<file path="src/hdl/adcsq_regs.svh">
// register map, field positions, reset values and timing counts
// Functional notes
// start bit launches conversion, self-clears
// software sets disable when inputs unused
// channel codes 2..5 valid, reset reserved
// change channel only while not busy
// no restart during conversion
// stop mode initializes controls, blocks writes
// control a bit5 one, bit6 zero
// control b bit0 zero, bit4 one
// time codes give 78..1248 fc periods
// avoid inhibited times, keep 15.6us minimum
// control b bits 7:6 read undefined
// result read-only, resets to zero
// state bit5 is done flag
// result read clears done flag
// read state before result
// busy set at start, cleared end/stop
// state other bits read meaningless
// avoid port output during conversion
// completion stores result, sets done, irq
// restart clears done, keeps old result
// stop aborts, result lost, ladder off
// ladder bit selects always-on connection
`ifndef ADCSQ_REGS_SVH
`define ADCSQ_REGS_SVH
`define ADCSQ_IDX_CTRL_A   10'h00E
`define ADCSQ_IDX_CTRL_B   10'h00F
`define ADCSQ_IDX_RESULT   10'h020
`define ADCSQ_IDX_STATE    10'h021
`define ADCSQ_RST_CTRL_A   8'h10
`define ADCSQ_RST_CTRL_B   8'h10
`define ADCSQ_RST_RESULT   8'h00
`define ADCSQ_BIT_START    7
`define ADCSQ_BIT_DONE     5
`define ADCSQ_BIT_BUSY     4
`define ADCSQ_BIT_LADDER   5
`define ADCSQ_BIT_DISABLE  4
`define ADCSQ_BIT_ONE_A    5
`define ADCSQ_BIT_ONE_B    4
`define ADCSQ_CH_MSB       3
`define ADCSQ_TIME_MSB     3
`define ADCSQ_TIME_LSB     1
`define ADCSQ_CH_FIRST     4'h2
`define ADCSQ_CH_LAST      4'h5
`define ADCSQ_CYC_BASE     78
`define ADCSQ_ACK_FIRST    3'h2
`define ADCSQ_ACK_LAST     3'h6
`define ADCSQ_FILL         8'h00
`endif

</file>
<file path="src/hdl/adcsq_pkg.sv">
// types shared by the converter control block
package adcsq_pkg;
	typedef enum logic [1:0] {
		ADCSQ_IDLE = 2'b00,
		ADCSQ_CONV = 2'b01,
		ADCSQ_DONE = 2'b11
	} adcsq_state_e;
	typedef struct packed {
		logic       start;
		logic       input_disable;
		logic [3:0] channel;
	} adcsq_ctrl_a_s;
	typedef struct packed {
		logic       ladder;
		logic [2:0] time_sel;
	} adcsq_ctrl_b_s;
endpackage

</file>
<file path="src/hdl/adcsq_top.sv">
// apb register file and conversion sequencer of the 8-bit converter
//
// Added by the designer: register access over APB.
`timescale 1ns/10ps
`include "adcsq_regs.svh"
module adcsq_top
	import adcsq_pkg::*;
#(
	parameter int FC_DIV = 1
)
(
	input  wire logic        i_clk,
	input  wire logic        i_reset_n,
	input  wire logic        i_stop_mode,
	input  wire logic [11:0] i_paddr,
	input  wire logic        i_psel,
	input  wire logic        i_penable,
	input  wire logic        i_pwrite,
	input  wire logic [31:0] i_pwdata,
	output logic      [31:0] o_prdata,
	output logic             o_pready,
	output logic             o_pslverr,
	input  wire logic [7:0]  i_sar_data,
	output logic             o_sample,
	output logic [1:0]       o_channel,
	output logic             o_channel_valid,
	output logic             o_input_disable,
	output logic             o_ladder_on,
	output logic             o_conversion_done_irq
);
	// the dividers count in 16 bits
	generate
		if (FC_DIV < 1)
		begin : g_div_low
			$error("FC_DIV must be at least 1");
		end
		if (FC_DIV > 65535)
		begin : g_div_high
			$error("FC_DIV must fit in 16 bits");
		end
	endgenerate

	// reset images of the two control registers
	localparam logic [7:0] RST_A = `ADCSQ_RST_CTRL_A;
	localparam logic [7:0] RST_B = `ADCSQ_RST_CTRL_B;
	localparam adcsq_ctrl_a_s INIT_A = '{
		start:         RST_A[`ADCSQ_BIT_START],
		input_disable: RST_A[`ADCSQ_BIT_DISABLE],
		channel:       RST_A[`ADCSQ_CH_MSB:0]
	};
	localparam adcsq_ctrl_b_s INIT_B = '{
		ladder:   RST_B[`ADCSQ_BIT_LADDER],
		time_sel: RST_B[`ADCSQ_TIME_MSB:`ADCSQ_TIME_LSB]
	};

	adcsq_state_e   state;
	adcsq_state_e   next_state;
	adcsq_ctrl_a_s  ctrl_a;
	adcsq_ctrl_b_s  ctrl_b;
	logic [7:0]     result;
	logic           done;
	logic [15:0]    cyc_cnt;
	logic [15:0]    fc_cnt;
	logic [7:0]     rdata;

	// apb decode: each register holds one aligned word
	function automatic logic reg_hit(input logic [11:0] addr,
	                                 input logic [9:0]  idx);
		return addr == {idx, 2'b00};
	endfunction

	wire acc      = i_psel & i_penable;
	wire wr       = acc & i_pwrite;
	wire rd       = acc & ~i_pwrite;
	wire sel_a    = reg_hit(i_paddr, `ADCSQ_IDX_CTRL_A);
	wire sel_b    = reg_hit(i_paddr, `ADCSQ_IDX_CTRL_B);
	wire sel_res  = reg_hit(i_paddr, `ADCSQ_IDX_RESULT);
	wire sel_st   = reg_hit(i_paddr, `ADCSQ_IDX_STATE);
	wire mapped   = sel_a | sel_b | sel_res | sel_st;
	wire busy     = state == ADCSQ_CONV;

	// stop mode refuses control writes
	wire wr_a     = wr & sel_a & ~i_stop_mode;
	wire wr_b     = wr & sel_b & ~i_stop_mode;
	wire start_go = ctrl_a.start & ~busy & ~i_stop_mode;

	// one tick per fc period
	wire fc_tick  = fc_cnt == 16'(FC_DIV - 1);

	// conversion length in fc periods
	function automatic logic [15:0] conv_len(input logic [2:0] sel);
		logic [15:0] len;
		len = 16'(`ADCSQ_CYC_BASE);
		if (sel >= `ADCSQ_ACK_FIRST && sel <= `ADCSQ_ACK_LAST)
			len = 16'(`ADCSQ_CYC_BASE) << (sel - `ADCSQ_ACK_FIRST);
		return len;
	endfunction

	// valid channel codes form one contiguous range
	function automatic logic chan_valid(input logic [3:0] code);
		return code >= `ADCSQ_CH_FIRST && code <= `ADCSQ_CH_LAST;
	endfunction

	// conversion length and its final fc period
	wire [15:0] len_now = conv_len(ctrl_b.time_sel);
	wire last_cyc = fc_tick && cyc_cnt == len_now - 16'd1;
	wire chan_ok = chan_valid(ctrl_a.channel);

	always_comb
	begin
		next_state = state;
		case (state)
			ADCSQ_IDLE, ADCSQ_DONE:
				if (start_go)
					next_state = ADCSQ_CONV;
			ADCSQ_CONV:
				if (i_stop_mode)
					next_state = ADCSQ_IDLE;
				else if (last_cyc)
					next_state = ADCSQ_DONE;
			default:
				next_state = ADCSQ_IDLE;
		endcase
	end

	always_ff @(posedge i_clk or negedge i_reset_n)
	begin
		if (!i_reset_n)
			state <= ADCSQ_IDLE;
		else
			state <= next_state;
	end

	always_ff @(posedge i_clk or negedge i_reset_n)
	begin
		if (!i_reset_n)
			fc_cnt <= 16'h0000;
		else if (!busy || fc_tick)
			fc_cnt <= 16'h0000;
		else
			fc_cnt <= fc_cnt + 16'd1;
	end

	always_ff @(posedge i_clk or negedge i_reset_n)
	begin
		if (!i_reset_n)
			cyc_cnt <= 16'h0000;
		else if (!busy)
			cyc_cnt <= 16'h0000;
		else if (fc_tick)
			cyc_cnt <= cyc_cnt + 16'd1;
	end

	// stop mode holds both controls at their reset images
	always_ff @(posedge i_clk or negedge i_reset_n)
	begin
		if (!i_reset_n)
			ctrl_a <= INIT_A;
		else if (i_stop_mode)
			ctrl_a <= INIT_A;
		else if (wr_a)
			ctrl_a <= {i_pwdata[`ADCSQ_BIT_START],
			           i_pwdata[`ADCSQ_BIT_DISABLE:0]};
		else if (start_go)
			ctrl_a.start <= 1'b0;
	end

	always_ff @(posedge i_clk or negedge i_reset_n)
	begin
		if (!i_reset_n)
			ctrl_b <= INIT_B;
		else if (i_stop_mode)
			ctrl_b <= INIT_B;
		else if (wr_b)
			ctrl_b <= {i_pwdata[`ADCSQ_BIT_LADDER],
			           i_pwdata[`ADCSQ_TIME_MSB:`ADCSQ_TIME_LSB]};
	end

	always_ff @(posedge i_clk or negedge i_reset_n)
	begin
		if (!i_reset_n)
			result <= `ADCSQ_RST_RESULT;
		else if (i_stop_mode && busy)
			result <= `ADCSQ_RST_RESULT;
		else if (busy && last_cyc)
			result <= i_sar_data;
	end

	// completion wins over a clearing read in the same cycle
	wire done_set = busy & last_cyc & ~i_stop_mode;
	wire done_clr = start_go | (rd & sel_res);

	always_ff @(posedge i_clk or negedge i_reset_n)
	begin
		if (!i_reset_n)
			done <= 1'b0;
		else if (done_set)
			done <= 1'b1;
		else if (done_clr)
			done <= 1'b0;
	end

	always_ff @(posedge i_clk or negedge i_reset_n)
	begin
		if (!i_reset_n)
			o_conversion_done_irq <= 1'b0;
		else
			o_conversion_done_irq <= done_set;
	end

	// control a image: fixed one in its marker bit
	function automatic logic [7:0] view_a(input adcsq_ctrl_a_s c);
		logic [7:0] v;
		v = `ADCSQ_FILL;
		v[`ADCSQ_BIT_START]   = c.start;
		v[`ADCSQ_BIT_ONE_A]   = 1'b1;
		v[`ADCSQ_BIT_DISABLE] = c.input_disable;
		v[`ADCSQ_CH_MSB:0]    = c.channel;
		return v;
	endfunction

	// control b image: undefined top bits read as fill
	function automatic logic [7:0] view_b(input adcsq_ctrl_b_s c);
		logic [7:0] v;
		v = `ADCSQ_FILL;
		v[`ADCSQ_BIT_LADDER] = c.ladder;
		v[`ADCSQ_BIT_ONE_B]  = 1'b1;
		v[`ADCSQ_TIME_MSB:`ADCSQ_TIME_LSB] = c.time_sel;
		return v;
	endfunction

	// status image: only done and busy carry meaning
	function automatic logic [7:0] view_state(input logic d,
	                                          input logic b);
		logic [7:0] v;
		v = `ADCSQ_FILL;
		v[`ADCSQ_BIT_DONE] = d;
		v[`ADCSQ_BIT_BUSY] = b;
		return v;
	endfunction

	// read mux, launched into prdata in the setup cycle
	always_comb
	begin
		rdata = `ADCSQ_FILL;
		if (sel_a)
			rdata = view_a(ctrl_a);
		else if (sel_b)
			rdata = view_b(ctrl_b);
		else if (sel_res)
			rdata = result;
		else if (sel_st)
			rdata = view_state(done, busy);
	end

	always_ff @(posedge i_clk or negedge i_reset_n)
	begin
		if (!i_reset_n)
			o_prdata <= 32'h0000_0000;
		else if (i_psel && !i_penable && !i_pwrite)
			o_prdata <= {24'h00_0000, rdata};
	end

	// analog side follows the controls one cycle late
	always_ff @(posedge i_clk or negedge i_reset_n)
	begin
		if (!i_reset_n)
			o_channel <= 2'b00;
		else
			o_channel <= 2'(ctrl_a.channel - `ADCSQ_CH_FIRST);
	end

	always_ff @(posedge i_clk or negedge i_reset_n)
	begin
		if (!i_reset_n)
			o_channel_valid <= 1'b0;
		else
			o_channel_valid <= chan_ok;
	end

	always_ff @(posedge i_clk or negedge i_reset_n)
	begin
		if (!i_reset_n)
			o_input_disable <= 1'b0;
		else
			o_input_disable <= ctrl_a.input_disable;
	end

	// ladder dropped in stop mode, held on while busy or forced
	always_ff @(posedge i_clk or negedge i_reset_n)
	begin
		if (!i_reset_n)
			o_ladder_on <= 1'b0;
		else
			o_ladder_on <= (ctrl_b.ladder | busy) & ~i_stop_mode;
	end

	always_ff @(posedge i_clk or negedge i_reset_n)
	begin
		if (!i_reset_n)
			o_sample <= 1'b0;
		else
			o_sample <= busy;
	end

	assign o_pready  = 1'b1;
	assign o_pslverr = acc & ~mapped;
endmodule

</file>
<file path="config.mk">
export PLATFORM = sky130hd
export DESIGN_NAME = adcsq_top
export DESIGN_NICKNAME = d
export VERILOG_FILES = /design/src/hdl/adcsq_pkg.sv /design/src/hdl/adcsq_top.sv
export VERILOG_INCLUDE_DIRS = /design/src /design/src/hdl
export SDC_FILE = /design/constraint.sdc
export NUM_CORES = 1
export LEC_CHECK = 0
export ABC_AREA = 1
export BUFFER_PORTS_ARGS = -buffer_cell sky130_fd_sc_hd__buf_2
export CAP_MARGIN = 20
export CORE_ASPECT_RATIO = 0.6
export CORE_MARGIN = 2
export CORE_UTILIZATION = 55
export CTS_CLUSTER_SIZE = 14
export DETAILED_ROUTE_END_ITERATION = 8
export PLACE_DENSITY_LB_ADDON = 0.25
export SYNTH_ARGS = -nofsm -noshare
export SYNTH_HDL_FRONTEND = slang
export SYNTH_SLANG_ARGS = --single-unit
</file>
<file path="constraint.sdc">
create_clock -name i_clk -period 3.67 [get_ports i_clk]
set_input_delay 0.5505 -clock i_clk [delete_from_list [all_inputs] [get_ports i_clk]]
set_output_delay 0.5505 -clock i_clk [all_outputs]
set_load 0.1 [all_outputs]
</file>
Word level (Yosys, flattened, before mapping)
Index checks and enable logic that the tools add are counted.
Storage, ports and cells
  register bits: 68
  output and inout bits: 41
Cells by class
  add/subtract/negate cells: 5
  $lt $le $gt $ge: 4
  equality and inequality tests: 10
  shifts and indexed selects: 1
  mux-type cells: 22
  bitwise operators: 23
  reduce and logical (&&, ||, !) cells: 20
Operator list (number)
  two-way mux 16 bit: 4
  two-way mux 8 bit: 5
  adder 16 x 1 -> 16 bit (second input constant): 2
  equality test 12 x 6 -> 1 bit (second input constant): 2
  equality test 12 x 8 -> 1 bit (second input constant): 2
  equality test 16 bit: 1
  logical NOT 16 bit: 1
  << shifter 7 x 3 -> 16 bit (first input constant): 1
  subtractor 16 x 1 -> 16 bit (second input constant): 1
  AND 1 bit: 14
  two-way mux 6 bit: 2
  two-way mux 4 bit: 2
  nonzero test 2 bit: 4
  logical AND 1 bit: 7
  two-way mux 2 bit: 3
  two-way mux 5 bit: 1
  OR 1 bit: 5
  >= comparator 4 x 2 -> 1 bit (second input constant): 1
  less-or-equal comparator 4 x 3 -> 1 bit (second input constant): 1
  two-way mux 1 bit: 4
  NOT 1 bit: 4
  case mux 2 bit (2 select lines): 1
  >= comparator 3 x 2 -> 1 bit (second input constant): 1
  less-or-equal comparator 3 bit (second input constant): 1
  other kinds (13): 15

Logic depth before layout (Yosys ltp)
  word-level depth: 9
  gate-level depth with buffers: 22

Worst setup path before layout
No wires, ideal clock.
  kind: in2out
  start point: in i_paddr[11]
  end point: out o_pslverr
  arrival: 3119 ps
  path slack: 0 ps
  stages on the path: 6
  path buffers: 0
  cell sequence: nor2_1 nand2_1 nor2_1 nand2_1 nand3_1 nor3b_1
Between the ends
  cells in the longest elaborated chain, start to end: 6
RTL lines
  start: declaration: RTL line adcsq_top.sv:15  | input wire logic [11:0] i_paddr,
  equality test 12 x 6 -> 1 bit: RTL line adcsq_top.sv:69  | return addr == {idx, 2'b00};
  OR 1 bit (2 in a row): RTL line adcsq_top.sv:79  | wire mapped = sel_a | sel_b | sel_res | sel_st;
  OR 1 bit (*): RTL line adcsq_top.sv:79
  NOT 1 bit (*): RTL line adcsq_top.sv:307  | assign o_pslverr = acc & ~mapped;
  AND 1 bit (*): RTL line adcsq_top.sv:307
  end: declaration: RTL line adcsq_top.sv:22  | output logic o_pslverr,
Every way passes the cells marked *; elsewhere a longest branch is shown, timed or not.

Final worst setup path
  start point: reg ctrl_b[0] (netlist bit)
  end point: reg result[2]
Between the ends
  cells in the longest elaborated chain, start to end: 8
RTL lines
  start: declaration: RTL line adcsq_top.sv:59  | adcsq_ctrl_b_s ctrl_b;
  start signal: assignment: RTL line adcsq_top.sv:175  | ctrl_b <= {i_pwdata[`ADCSQ_BIT_LADDER],
  subtractor 3 x 2 -> 3 bit (no line), or another cell as far along
  << shifter 7 x 3 -> 16 bit or logical AND 1 bit (tied branches)
  two-way mux 16 bit (*): RTL line adcsq_top.sv:94  | if (sel >= `ADCSQ_ACK_FIRST && sel <= `ADCSQ_ACK_LAST)
  subtractor 16 x 1 -> 16 bit (*): RTL line adcsq_top.sv:106  | wire last_cyc = fc_tick && cyc_cnt == len_now - 16'd1;
  equality test 16 bit (*): RTL line adcsq_top.sv:106
  logical AND 1 bit (*): RTL line adcsq_top.sv:106
  logical AND 1 bit (*): RTL line adcsq_top.sv:185  | else if (busy && last_cyc)
  nonzero test 2 bit (no line) (*)
  end signal: assignment: RTL line adcsq_top.sv:182  | result <= `ADCSQ_RST_RESULT;
  end signal: assignment: RTL line adcsq_top.sv:184  | result <= `ADCSQ_RST_RESULT;
  end signal: assignment: RTL line adcsq_top.sv:186  | result <= i_sar_data;
  end: declaration: RTL line adcsq_top.sv:60  | logic [7:0] result;
Marked as above.
A chain may end at the register's enable or synchronous reset.

==> impl_summary.md <==
Layout
The layout cell share with drive strength beyond 1 is 0.147. The final layout net count is 779. Fill cells in the final layout number 726. In the layout the commonest cells are 166 x nand2_1, 87 x inv_1, 67 x nor2_1, 67 x dfrtp_1, 48 x buf_2. The sequential cell area is 1700 um2. The final core utilization is 0.645. The number of inserted diodes is 0. Leaving out fill and tap cells, the most frequent cell in the layout is nand2_1. The finished layout holds 815 standard cells, fillers aside.

The area growth from synthesis to layout is 11.9%. In the final layout, the multi-input gates occupy 2410 um2.

Global routing
The number of global-route vias before repair was 3868. Across every metal layer, demand over resource in global routing totals 0.268. The number of antenna violations at the first check in global routing is 0. The met3 usage is 0.0614. In the global route stage, met1 resource usage came out at 0.420. The met2 usage is 0.370. The largest net degree at the start of global routing is 45. The busiest metal layer after global routing is met1. Global routing finished with a remaining overflow of 0. The wire length of the first global-routing pass is 18700 um.

Clock tree
The number of hold buffers added after CTS was 0. The clock-pin transition on the worst setup and hold timing paths is 0.05 ns. The source-to-sink clock delay at the later pin of the worst-skew pair is 0.34 ns.

The clock root buffer is clkbuf_16. The number of levels in the clock H-tree is 3. The clock net in this run drives a total of 68 sinks. Clock tree synthesis inserted a total of 9 buffers.

In this run the deepest clock path goes through 2 buffers. The number of buffers inserted to repair setup after CTS is 0. The number of resized instances in the post-cts repair step is 0. TritonCTS built the clock tree.

STA
Setup violations remaining at the end of the flow were counted as 0. The headroom to the max-slew limit is 0.366. In the finished design, the share of the clock period the worst path needs comes to 0.920.

The final-report hold violation count is 0. The fmax is 296 MHz. At the pin with the least slew margin, the transition time is 0.951 ns. The final setup TNS is 0 ns. The setup skew after layout is 0.00901 ns. The clock period could shrink to 3.38 ns. The smallest hold slack is 0.367 ns. The max-slew violation total from the final report came to 0. Setup repair after global routing left no endpoint under its margin.

Route
In the routed design, unresolved DRC markers number 0. The detail route stage leaves a number of antenna-violating nets equal to 0. Before antenna repair, the detailed router went through 5 iterations.

For this block, the initial DRC count from the detailed router was 399. Dividing the detail-routed wire length by the instance count gives 14.4 um. The routed layout has 4382 vias. Using the TritonRoute via totals, the vias-per-cell ratio works out to 5.38. After detailed routing, the total wire length is 11700 um.

Yosys
Summing every instance area after synthesis gives 4610 um2. The synthesized netlist contains 43 unique library cells. The number of warnings reported in the yosys synthesis log is 0. The post-synthesis cell type with the largest combined area is dfrtp_1. The number of standard cells after synthesis is 644. The mean instance size in the synthesized netlist is 7.16 um2. Sorting the synthesized cells by area gives the leading types as dfrtp_1 36%, nand2_1 14%, inv_1 7.1%, nor2_1 5.5%, nand3_1 5.1%. The most used flip-flop cell after synthesis is dfrtp_1. Of the synthesized area, sequential elements account for 0.369. For this run, asynchronously set or reset flops after synthesis account for 1.00. The number of enable-type register cells in the synthesized netlist is 0.

The synthesized design contains 68 register bits. The top-area cell type share of the netlist area is 0.364.

Setup path
STA classifies the critical path startpoint as a register. The startpoint identified for the worst register-to-register timing path is ctrl_b[0]$_DFFE_PN0P_. The beginning of the critical path is ctrl_b[0]$_DFFE_PN0P_. The most repeated library cell on the critical path is nand2_1.

The kind of cell with the highest combined delay along the critical path is simple AND/OR/NAND/NOR gates. For this run, the slowest stage of the critical path takes 0.46 ns. The number of buffers and inverters on the critical path is 3. The critical path data arrival time is 3.60 ns. The type of element capturing the critical path is a register.

For the worst setup path, the data required time is 3.89 ns. The master of the slowest instance on the critical path is dfrtp_1. The critical path goes through inv_1 > ha_1 > nand2_2 > nand2_4 > nand3_1 > inv_1 > ha_1 > inv_1 > a21oi_1 > nand3_2 > nor2_4 > nand3_2 > nand2_1 > nand2_1 > nand2_1 > nand3_4 > o21bai_4 > nand2_4 > nand2_1 > nand2_1. The worst setup path is of the register to register kind. The maximum net fanout on the critical path is 8.

Power
The power density relative to cell area is 462 nW/um2. The design draws 0.00238 W. The static leakage is 2.64 nW.

Across the VDD grid, the largest voltage drop is 367 uV.

Outcome
The flow ran to the end, and the final reports show no timing, DRC or antenna violations.

Placed design
Routability-driven placement finished with a final weighted congestion of 0.992. The wire-length estimate of the detail-placed layout is 9090 um. The count of port buffers added during placement is 48. The cell count after placement is 802.

Flow run
The number of max-cap violations is 0.

Min path
The type of the tightest min-delay check is input pin to asynchronous set/reset pin.

Floorplan
For this configuration, the core starts out at a cell density of 0.576. The cell row count is 25. The floorplan step set the die width to 122 um. The die footprint is 9160 um2.

The core region is 8010 um2. The die is 74.9 um tall. The count of boundary I/O pins is 99.
-- synthesized netlist by cell type (4+ instances only) --
library cell	instances
a21oi_1	25
o21ai_0	34
nor2_1	67
inv_1	87
nand2_1	166
nor2_2	5
nor4_1	5
a211oi_1	4
inv_2	5
buf_4	25
dfrtp_1	67
o21ai_1	4
nor3_1	16
clkinv_1	6
nand4_1	14
ha_1	16
nand2_4	4
a21oi_2	4
nand3_2	4
nand3_1	47
-- worst register-to-register path, stage by stage (launching register included) --
cell and delay, ns:
dfrtp_1 0.46, inv_1 0.21, ha_1 0.30, nand2_2 0.12
nand2_4 0.16, nand3_1 0.15, inv_1 0.11, ha_1 0.19
inv_1 0.05, a21oi_1 0.14, nand3_2 0.15, nor2_4 0.19
nand3_2 0.15, nand2_1 0.12, nand2_1 0.06, nand2_1 0.11
nand3_4 0.14, o21bai_4 0.18, nand2_4 0.10, nand2_1 0.10
nand2_1 0.05
-- logic make-up (layout without fill, tap and decap cells) --
| family | Yosys count | count (layout) | share of synthesized area |
|---|---|---|---|
| buf+inv | 127 | 167 | 0.127 |
| flops | 68 | 68 | 0.369 |
| other cells | 2 | 25 | 0.00163 |
| compound gates | 86 | 86 | 0.113 |
| fa+ha+maj | 16 | 16 | 0.0434 |
| simple gates | 341 | 341 | 0.338 |
| xor+xnor | 4 | 4 | 0.00760 |
-- sequential cells by signal, summed over array words and instances, names as in the netlist --
signal,flops
o_channel,2
cyc_cnt,16
o_input_disable,1
o_sample,1
o_ladder_on,1
o_conversion_done_irq,1
o_channel_valid,1
state,2
fc_cnt,16
result,8
o_prdata,8
ctrl_a,6
ctrl_b,4
done,1
-- per-stage QoR --
step	cell area, um2	worst slack, ns
after CTS	5160	0.343
after detailed placement	4910	0.370
after global routing	5160	0.0187
after floorplan	4700	0.000241
final	5160	0.294
after global placement	4910	0.482
-- per-layer routing --
| metal | vias to the layer above | wire [um] | share of wire |
|---|---|---|---|
| li1 | 2148 | - | - |
| met1 | 2034 | 5730 | 0.49 |
| met2 | 192 | 4730 | 0.40 |
| met3 | 8 | 1130 | 0.096 |
| met4 | 0 | 114 | 0.0097 |
| met5 | - | 0 | 0 |
-- power by group --
group          internal [W]  leakage (nW)  switching, W
Sequential         0.000796         0.916     0.0000351
Clock              0.000443         0.120      0.000305
Combinational      0.000180          1.60      0.000625
-- area by class of cell --
class                      count  area share
timing repair buffer          56      0.0582
inverter                      98      0.0713
sequential                    68       0.330
multi-input combinational    472       0.467
clock inverter                 3     0.00339
tap                          108      0.0262
clock buffer                  10      0.0444
-- worst paths after layout --
kind,to,slack (ns),cells past startpoint
max,result[2]$_DFFE_PN0P_,0.29,20
min,fc_cnt[6]$_DFF_PN0_,0.37,1
max reg2reg,result[2]$_DFFE_PN0P_,0.29,20
min reg2reg,o_channel[0]$_DFF_PN0_,0.41,0
max in group asynchronous,ctrl_a[4]$_DFFE_PN1P_,2.37,2
min in group i_clk,o_channel[0]$_DFF_PN0_,0.41,0
(Power assumes the default switching activity.)
